===== config.mk =====
export PLATFORM = sky130hd
export DESIGN_NAME = address_block_counters
export DESIGN_NICKNAME = d
export VERILOG_FILES = /design/src/loc_counters_pkg.sv /design/src/address_block_counters.sv /design/src/up_down_counter.sv
export SDC_FILE = /design/constraint.sdc
export NUM_CORES = 1
export LEC_CHECK = 0
export BUFFER_PORTS_ARGS = -buffer_cell sky130_fd_sc_hd__buf_2
export CORE_MARGIN = 5
export CORE_UTILIZATION = 28
export CTS_CLUSTER_DIAMETER = 100
export DETAILED_ROUTE_END_ITERATION = 10
export GPL_TIMING_DRIVEN = 0
export PLACE_DENSITY_LB_ADDON = 0.12
export SLEW_MARGIN = 10
export SYNTH_ARGS = -nofsm -noshare
export SYNTH_HDL_FRONTEND = slang
export SYNTH_SLANG_ARGS = --single-unit

===== constraint.sdc =====
create_clock -name clk -period 3.9 [get_ports clk]
set_input_delay 0.585 -clock clk [delete_from_list [all_inputs] [get_ports clk]]
set_output_delay 0.585 -clock clk [all_outputs]
set_load 0.05 [all_outputs]

===== src/loc_counters_pkg.sv =====
// package: register map, field layout and reset values of the counter pair
package loc_counters_pkg;
	localparam int DATA_W = 32;
	localparam int ADDR_W = 12;
	localparam int LOC_W_MAX = 22;
	localparam int LOC_W_NARROW = 16;
	localparam int LOC_LOWER_W = 6;
	localparam int BLOCK_W = 16;
	localparam int IRQ_W = 2;

	// register byte offsets
	localparam logic [ADDR_W-1:0] OFF_CTRL = 12'h000;
	localparam logic [ADDR_W-1:0] OFF_CONFIG = 12'h004;
	localparam logic [ADDR_W-1:0] OFF_LOC_COUNT = 12'h008;
	localparam logic [ADDR_W-1:0] OFF_BLOCK_COUNT = 12'h00c;
	localparam logic [ADDR_W-1:0] OFF_OUT_REG = 12'h010;
	localparam logic [ADDR_W-1:0] OFF_FLAGS = 12'h014;
	localparam logic [ADDR_W-1:0] OFF_IRQ_STATUS = 12'h018;
	localparam logic [ADDR_W-1:0] OFF_IRQ_ENABLE = 12'h01c;
	localparam logic [ADDR_W-1:0] OFF_IRQ_CLEAR = 12'h020;

	// control register fields
	localparam int CTRL_LOC_EN = 0;
	localparam int CTRL_BLOCK_EN = 1;
	localparam int CTRL_SEL = 9;
	// configuration register fields
	localparam int CFG_WIDE = 0;
	localparam int CFG_IO1_SPECIAL = 1;
	localparam int CFG_IO0_SPECIAL = 2;
	// flag and interrupt bit positions
	localparam int FLAG_ALL_ONES = 0;
	localparam int FLAG_BLOCK_ZERO = 1;

	localparam logic [DATA_W-1:0] RESET_WORD = 32'h0000_0000;
	localparam logic [DATA_W-1:0] SLVERR_WORD = 32'h0000_0000;
endpackage : loc_counters_pkg


===== src/address_block_counters.sv =====
// top: locator and block counters with APB registers and interrupt
// Notes on behaviour
// - each counter can be enabled or stopped every cycle, internally or externally.
// - locator counter increments each clock while enabled; 16 or 22 bits wide.
// - locator counter enable comes from a control register bit.
// - io line one can drive locator enable when its special function is on.
// - all-ones flag sets when counter is all ones; cleared by load or by a switch to narrow mode while any of bits 21:16 is set.
// - locator counter keeps counting and wraps past all ones while enabled.
// - all-ones flag is a condition code and can raise interrupt zero.
// - narrow mode drives counter onto address bus only while select bit set.
// - wide mode with select bit set: upper 16 bits drive address bus, lower 6 go to host lines.
// - a configuration register bit chooses narrow or wide counting.
// - select bit clear puts output register on bus; counter counts events.
// - block counter is 16-bit down counter enabled by a control bit.
// - block counter decrements each clock while enabled.
// - io line zero can drive block enable when its special function is on.
// - block counter keeps decrementing past zero while enabled.
// - block zero flag latches at zero; cleared only by loading counter.
// - software reads counters while counting and may load new values.
//
// Register access over APB and the placing of the registers were chosen for this implementation.
module address_block_counters (
	// clock and reset
	input wire logic clk,
	input wire logic srst,
	// apb slave
	input wire logic psel,
	input wire logic penable,
	input wire logic pwrite,
	input wire logic [loc_counters_pkg::ADDR_W-1:0] paddr,
	input wire logic [loc_counters_pkg::DATA_W-1:0] pwdata,
	output logic [loc_counters_pkg::DATA_W-1:0] prdata,
	output logic pready,
	output logic pslverr,
	// external enables on io lines one and zero
	input wire logic ioLineOne,
	input wire logic ioLineZero,
	// address bus and host locator lines
	output logic [loc_counters_pkg::LOC_W_NARROW-1:0] addrBus,
	output logic [loc_counters_pkg::LOC_LOWER_W-1:0] hostLocatorLines,
	output logic hostLocatorLinesOe,
	// condition codes and interrupt
	output logic counterAllOnesFlag,
	output logic blockCountZeroFlag,
	output logic irq
);
	import loc_counters_pkg::*;

	logic [DATA_W-1:0] ctrlReg;
	logic [DATA_W-1:0] cfgReg;
	logic [LOC_W_NARROW-1:0] locatorOutputRegister;
	logic [IRQ_W-1:0] irqStatus;
	logic [IRQ_W-1:0] irqEnable;
	logic [LOC_W_MAX-1:0] locCount;
	logic [BLOCK_W-1:0] blockCount;
	logic locFlag;
	logic blockFlag;
	logic locEvent;
	logic blockEvent;

	// apb decode: zero-wait access, answered in the access cycle
	wire access = psel & penable;
	wire wr = access & pwrite;
	wire hitCtrl = paddr == OFF_CTRL;
	wire hitCfg = paddr == OFF_CONFIG;
	wire hitLoc = paddr == OFF_LOC_COUNT;
	wire hitBlock = paddr == OFF_BLOCK_COUNT;
	wire hitOut = paddr == OFF_OUT_REG;
	wire hitFlags = paddr == OFF_FLAGS;
	wire hitStatus = paddr == OFF_IRQ_STATUS;
	wire hitEnable = paddr == OFF_IRQ_ENABLE;
	wire hitClear = paddr == OFF_IRQ_CLEAR;
	wire mapped = hitCtrl | hitCfg | hitLoc | hitBlock | hitOut | hitFlags | hitStatus
		| hitEnable | hitClear;

	// mode and enable selection
	wire wideCountModeBit = cfgReg[CFG_WIDE];
	wire locatorSourceSelectBit = ctrlReg[CTRL_SEL];
	wire locatorCountEnableBit = cfgReg[CFG_IO1_SPECIAL] ? ioLineOne
		: ctrlReg[CTRL_LOC_EN];
	wire blockCountEnableBit = cfgReg[CFG_IO0_SPECIAL] ? ioLineZero
		: ctrlReg[CTRL_BLOCK_EN];

	// narrow mode counts 16 bits and wraps there; upper bits are held at zero
	wire [LOC_W_MAX-1:0] narrowMask = {{(LOC_W_MAX-LOC_W_NARROW){1'b0}},
		{LOC_W_NARROW{1'b1}}};
	wire [LOC_W_MAX-1:0] locMask = wideCountModeBit ? {LOC_W_MAX{1'b1}} : narrowMask;
	wire locLoad = wr & hitLoc;
	wire [LOC_W_MAX-1:0] locLoadValue = pwdata[LOC_W_MAX-1:0] & locMask;
	wire [LOC_W_MAX-1:0] locNarrowed = locCount & locMask;
	wire blockLoad = wr & hitBlock;

	up_down_counter #(
		.WIDTH(LOC_W_MAX),
		.DOWN(1'b0)
	) locatorCounter (
		.clk(clk),
		.srst(srst),
		.load(locLoad | (~wideCountModeBit & (locCount != locNarrowed))),
		.loadValue(locLoad ? locLoadValue : locNarrowed),
		.enable(locatorCountEnableBit & (locCount == locNarrowed)),
		.termMask(locMask),
		.count(locCount),
		.termFlag(locFlag),
		.termEvent(locEvent)
	);

	up_down_counter #(
		.WIDTH(BLOCK_W),
		.DOWN(1'b1)
	) blockDownCounter (
		.clk(clk),
		.srst(srst),
		.load(blockLoad),
		.loadValue(pwdata[BLOCK_W-1:0]),
		.enable(blockCountEnableBit),
		.termMask({BLOCK_W{1'b1}}),
		.count(blockCount),
		.termFlag(blockFlag),
		.termEvent(blockEvent)
	);

	// address routing
	wire [LOC_W_NARROW-1:0] locatorCountUpper = wideCountModeBit
		? locCount[LOC_W_MAX-1:LOC_LOWER_W] : locCount[LOC_W_NARROW-1:0];
	wire [LOC_LOWER_W-1:0] locatorCountLower = locCount[LOC_LOWER_W-1:0];
	wire [LOC_W_NARROW-1:0] next_addrBus = locatorSourceSelectBit ? locatorCountUpper
		: locatorOutputRegister;
	// host lines only carry the low bits in wide mode with the counter selected
	wire next_hostOe = wideCountModeBit & locatorSourceSelectBit;

	// interrupt: set wins over clear
	wire [IRQ_W-1:0] events = {blockEvent, locEvent};
	wire [IRQ_W-1:0] clearMask = (wr & hitClear) ? pwdata[IRQ_W-1:0] : '0;
	wire [IRQ_W-1:0] next_irqStatus = (irqStatus & ~clearMask) | events;
	wire [IRQ_W-1:0] next_irqEnable = (wr & hitEnable) ? pwdata[IRQ_W-1:0] : irqEnable;

	// read mux, live values so counting continues during reads
	wire [DATA_W-1:0] flagsWord = {{(DATA_W-2){1'b0}}, blockFlag, locFlag};
	wire [DATA_W-1:0] readWord =
		hitCtrl ? ctrlReg :
		hitCfg ? cfgReg :
		hitLoc ? {{(DATA_W-LOC_W_MAX){1'b0}}, locCount} :
		hitBlock ? {{(DATA_W-BLOCK_W){1'b0}}, blockCount} :
		hitOut ? {{(DATA_W-LOC_W_NARROW){1'b0}}, locatorOutputRegister} :
		hitFlags ? flagsWord :
		hitStatus ? {{(DATA_W-IRQ_W){1'b0}}, irqStatus} :
		hitEnable ? {{(DATA_W-IRQ_W){1'b0}}, irqEnable} :
		RESET_WORD;
	// read word is captured in the setup cycle so it stands together with pready
	wire setupPhase = psel & ~penable;
	wire [DATA_W-1:0] next_prdata = (setupPhase & ~pwrite & mapped) ? readWord : SLVERR_WORD;

	wire [DATA_W-1:0] ctrlMask = (DATA_W'(1) << CTRL_LOC_EN) | (DATA_W'(1) << CTRL_BLOCK_EN)
		| (DATA_W'(1) << CTRL_SEL);
	wire [DATA_W-1:0] cfgMask = (DATA_W'(1) << CFG_WIDE) | (DATA_W'(1) << CFG_IO1_SPECIAL)
		| (DATA_W'(1) << CFG_IO0_SPECIAL);

	// pready toggles so each access phase gets exactly one answer
	wire next_pready = psel & ~penable;

	always_ff @(posedge clk) begin
		if (srst) begin
			ctrlReg <= RESET_WORD;
			cfgReg <= RESET_WORD;
			locatorOutputRegister <= '0;
			irqStatus <= '0;
			irqEnable <= '0;
		end else begin
			if (wr & hitCtrl & pready) ctrlReg <= pwdata & ctrlMask;
			if (wr & hitCfg & pready) cfgReg <= pwdata & cfgMask;
			if (wr & hitOut & pready) locatorOutputRegister <= pwdata[LOC_W_NARROW-1:0];
			irqStatus <= next_irqStatus;
			irqEnable <= next_irqEnable;
		end
	end

	always_ff @(posedge clk) begin
		if (srst) begin
			prdata <= '0;
			pready <= 1'b0;
			pslverr <= 1'b0;
			addrBus <= '0;
			hostLocatorLines <= '0;
			hostLocatorLinesOe <= 1'b0;
			counterAllOnesFlag <= 1'b0;
			blockCountZeroFlag <= 1'b0;
			irq <= 1'b0;
		end else begin
			prdata <= next_prdata;
			pready <= next_pready;
			pslverr <= next_pready & ~mapped;
			addrBus <= next_addrBus;
			hostLocatorLines <= next_hostOe ? locatorCountLower : '0;
			hostLocatorLinesOe <= next_hostOe;
			counterAllOnesFlag <= locFlag;
			blockCountZeroFlag <= blockFlag;
			irq <= |(next_irqStatus & next_irqEnable);
		end
	end
endmodule : address_block_counters


===== src/up_down_counter.sv =====
// counter cell: load, step up or down, latched terminal flag
module up_down_counter #(
	parameter int WIDTH = 16,
	parameter bit DOWN = 1'b0
) (
	// clock and reset
	input wire logic clk,
	input wire logic srst,
	// control
	input wire logic load,
	input wire logic [WIDTH-1:0] loadValue,
	input wire logic enable,
	input wire logic [WIDTH-1:0] termMask,
	// state
	output logic [WIDTH-1:0] count,
	output logic termFlag,
	output logic termEvent
);
	import loc_counters_pkg::*;

	// step wraps inside the active width so a narrow count loses no cycle at wrap
	wire [WIDTH-1:0] stepped = (DOWN ? count - 1'b1 : count + 1'b1) & termMask;
	wire [WIDTH-1:0] next_count = load ? loadValue : (enable ? stepped : count);
	// terminal value: all ones within the active width, or zero for down count
	wire next_term = DOWN ? ((next_count & termMask) == '0)
		: ((next_count & termMask) == termMask);
	wire changed = load | enable;
	wire hit = changed & next_term & ~load;

	always_ff @(posedge clk) begin
		if (srst) begin
			count <= '0;
			termFlag <= 1'b0;
			termEvent <= 1'b0;
		end else begin
			count <= next_count;
			// flag stays until a load; a load clears it
			termFlag <= load ? 1'b0 : (termFlag | hit);
			termEvent <= hit;
		end
	end
endmodule : up_down_counter


==> impl_summary.log <==
INFO  metric clock_power_share = 54.4%
INFO  metric cts_inserted_buffers = 17
INFO  metric worstSetupStartpointType = register
INFO  metric synthesis.yosys.warnings = 0
INFO  metric power.static_leakage = roughly 2.7 nW
INFO  metric layout_stage_area_growth_over_the_synthesis_result = 24.62%
INFO  metric slew_headroom = between 20% and 30%
INFO  metric first_global_vias = approximately 5400
INFO  metric place.port_buffers = 89
INFO  metric run_status = finished clean
INFO  metric gp_routability_congestion = about 0.82
INFO  metric final_min_period_over_clock_period = 83.64%
INFO  metric fin_skew = between 8 and 9 ps
INFO  metric ctsResizeCount = 0
INFO  metric fin_setup_tns = 0 ps
INFO  metric worst_path_most_repeated_cell = sky130_fd_sc_hd__nor4_1
INFO  metric clkTransAtPathRegs = approximately 60 ps
INFO  metric seq_power_share = approximately 42%
INFO  metric hold_class = in2reg
INFO  metric timing_worst_slew_pin_value = 1113 ps
INFO  metric setup.worst_path.end_class = register
INFO  metric die_w = 152.8 um
INFO  metric yosys.cell_types.count = between 50 and 60
INFO  metric timing.critical_path.slowest_stage_cell = sky130_fd_sc_hd__nor4_1
INFO  metric hold_violations = 0
INFO  metric fin_max_slew_vios = 0
INFO  metric place_ws = between 200 and 300 ps
INFO  metric proportion_of_layout_cells_with_a_drive_suffix_above_1 = 18.49%
INFO  metric fmax = 306.6 MHz
INFO  metric regToRegStartpoint = ctrlReg[1]$_SDFFE_PP0P_
INFO  metric synth_largest_area_cell = sky130_fd_sc_hd__dfxtp_1
INFO  metric synth_ff_type = sky130_fd_sc_hd__dfxtp_1
INFO  metric min_period = 3262 ps
INFO  metric dieArea = 0.02334 mm2
INFO  metric grt_setup_unrepaired = no
INFO  metric asyncSetResetFlopFracSynth = 0%
INFO  metric most_common_library_cells_after_synthesis = sky130_fd_sc_hd__dfxtp_1 (118), sky130_fd_sc_hd__nor2_1 (102), sky130_fd_sc_hd__nand2_1 (58)
INFO  metric grt.total_usage = 17.70%
INFO  metric detail_route.first_pass.iterations = 4
INFO  metric cts_tree = built
INFO  metric hp-start = pwdata[3]
INFO  metric cts_setup_buffers = 0
INFO  metric dp.final_hpwl = 15480 um
INFO  metric drv.max_cap_violation_count = 0
INFO  metric detail_route.vias_per_cell = 4.986
INFO  metric cts-root-to-sink-buffers = 2
INFO  metric p_sw = 643.5 uW
INFO  metric post_cts_hold_buffer_count = 0
INFO  metric route.detailed.drc = 0
INFO  metric clk_latency = between 400 and 500 ps
INFO  metric synth_area = 0.005708 mm2
INFO  metric ys_seq_area_share = between 40% and 50%
INFO  metric swShare = around 22%
INFO  metric internal-power = 2.267 mW
INFO  metric final_nets = 837
INFO  metric fp.dieH = 152.8 um
INFO  metric total_of_flip_flops_plus_latches_after_synthesis = 118
INFO  metric globalRoute.totalOverflow = 0
INFO  metric netlist.area_leader.share = 41.39%
INFO  metric layout_setup_ws = about 640 ps
INFO  metric count_of_routing_violations_after_the_opening_detailed_route_iteration = 338
INFO  metric clock-root-buffer = sky130_fd_sc_hd__clkbuf_16
INFO  metric arrival = approximately 3600 ps
INFO  metric syn_area_per_cell = 8.558 um2
INFO  metric setup_viol = 0
INFO  metric synth_edf_count = 0
INFO  metric antenna_violations_before_repair = 0
INFO  metric tritoncts_num_sinks = 118
INFO  metric rows = 52
INFO  metric comb_power_share = 4.1%
INFO  metric vdd.ir_drop.worst = 0.2476 mV
INFO  metric grt_first_pass_wirelength = 31900 um
INFO  metric slowest_delay = roughly 1000 ps
INFO  metric synth_most_common_cell = sky130_fd_sc_hd__dfxtp_1
INFO  metric floorplan.core_area = 0.02017 mm2
INFO  metric worst-path-max-fanout = 9
INFO  metric count_of_nets_left_with_antenna_violations_after_detail_routing = 0
INFO  metric cp_cell_sequence = mux2i_1 -> nor4_1 -> nand3b_1 -> xor2_1 -> o21ai_0 -> or3_1 -> nor4_1 -> o21a_1
INFO  metric post_synth_inst_count = 667
INFO  metric avgRoutedWirePerCell = 19.27 um
INFO  metric number_of_vias_after_detailed_routing = ~5300
INFO  metric setup.worst_path.class = reg2reg
INFO  metric power_per_cell_area = 409.2 mW/mm2
INFO  metric synth.top_cells.by_area = sky130_fd_sc_hd__dfxtp_1 (41%), sky130_fd_sc_hd__mux2i_1 (7.7%), sky130_fd_sc_hd__nor2_1 (6.7%)
INFO  metric worst-endpoint-required = 4270 ps
INFO  metric setup.worst_path.start = ctrlReg[1]$_SDFFE_PP0P_
INFO  metric grt_start_max_net_pins = 17
INFO  metric io-pin-count = 111
INFO  metric initial_core_utilization = 28.30%
INFO  metric htreeDepth = 4
INFO  metric antenna_cells = 0
INFO  metric finalWirelength = ~20000 um
==> power by group through the flow <==
stage	logic [mW]	clock network [mW]	registers, mW
2_1_floorplan	0.0603	0	1.24
3_3_place_gp	0.120	0	1.23
3_5_place_dp	0.121	0	1.23
4_1_cts	0.121	1.61	1.21
5_1_grt	0.129	1.67	1.21
6_report	0.121	1.58	1.21
==> critical path, delay by kind of cell, from the launching register on <==
family	cells	cell delay, ps
xor gates and xnor gates	1	180
AOI/OAI and AO/OA	2	290
muxes	1	290
DFF	1	390
and+or+nand+nor	4	2070
==> through the flow <==
step	power [mW]	instances	hold slack, ps	util [%]	area, um2
global route	3.002	1065	424.9	35.27	7113
finish	2.910	1065	439.8	35.27	7113
global placement	1.353	1035	437.0	32.35	6525
floorplan	1.297	676	420.8	-	5742
detailed placement	1.354	1035	462.3	32.35	6525
CTS	2.941	1065	420.6	35.27	7113
==> logic make-up (layout without fill, tap and decap cells) <==
family | count (synthesis) | in the layout | synth area share [%]
simple gates | 286 | 286 | 25.32
flops | 118 | 118 | 41.39
compound gates | 115 | 115 | 13.22
buf+inv | 63 | 182 | 4.976
mux | 50 | 50 | 9.689
xor+xnor | 32 | 32 | 4.910
fa+ha+maj | 2 | 2 | 0.4383
other cells | 1 | 10 | 0.06570
==> sequential cells by signal, indices dropped and copies added (netlist names), 2 cells and up <==
signal,flops
prdata,22
locatorCounter.count,22
locatorOutputRegister,16
irqStatus,2
ctrlReg,3
addrBus,16
cfgReg,3
irqEnable,2
blockDownCounter.count,16
hostLocatorLines,6
==> layer usage <==
layer | track usage, % | part of all wire, %
met1 | 23.14 | 45
met2 | 28.39 | 47
met3 | 4.970 | 6.0
met4 | 5.600 | 2.0
met5 | 0 | 0
==> final cells by class <==
| type | count | area (um2) |
|---|---|---|
| clock buffer | 21 | 460.4 |
| fill | 2169 | 13060 |
| sequential | 118 | 2362 |
| tap | 270 | 337.8 |
| clock inverter | 9 | 127.6 |
| buffer | 56 | 257.7 |
| inverter | 7 | 26.28 |
| timing repair buffer | 89 | 445.4 |
| multi-input combinational | 495 | 3095 |
==> layout by cell type (no fill, tap or decap), types with 5 or more instances in the layout <==
cell                        Yosys  final
sky130_fd_sc_hd__nor2b_1        5      5
sky130_fd_sc_hd__buf_4         11     11
sky130_fd_sc_hd__dfxtp_1      118    118
sky130_fd_sc_hd__nor2_1       102    102
sky130_fd_sc_hd__a21oi_1       40     40
sky130_fd_sc_hd__conb_1         1     10
sky130_fd_sc_hd__nand2b_1       7      7
sky130_fd_sc_hd__nand4_1       14     14
sky130_fd_sc_hd__nand2_1       58     58
sky130_fd_sc_hd__a31oi_1        5      5
sky130_fd_sc_hd__inv_1          7      7
sky130_fd_sc_hd__or3_1          5      5
sky130_fd_sc_hd__xnor2_1       16     16
sky130_fd_sc_hd__clkbuf_1      37     39
sky130_fd_sc_hd__buf_2          5     94
sky130_fd_sc_hd__a211oi_1      37     37
sky130_fd_sc_hd__mux2i_1       44     44
sky130_fd_sc_hd__nor3_1        15     15
sky130_fd_sc_hd__and2_1        18     18
sky130_fd_sc_hd__o31a_1         6      6
sky130_fd_sc_hd__nand3_1       18     18
sky130_fd_sc_hd__clkbuf_16      0     17
sky130_fd_sc_hd__nor4_1        15     15
sky130_fd_sc_hd__xor2_1        16     16
sky130_fd_sc_hd__o21ai_0        9      9
sky130_fd_sc_hd__and3_1         7      7
==> path summary, 6_finish.rpt <==
kind / slack (ps) / end / cells past startpoint
setup reg to reg: 640 / blockDownCounter.termFlag$_SDFF_PP0_ / 8
hold reg to reg: 470 / locatorOutputRegister[2]$_SDFFE_PP0P_ / 2
hold / removal: 440 / locatorOutputRegister[3]$_SDFFE_PP0P_ / 3
setup / recovery: 640 / blockDownCounter.termFlag$_SDFF_PP0_ / 8
Power figures use the tool's default switching activity.
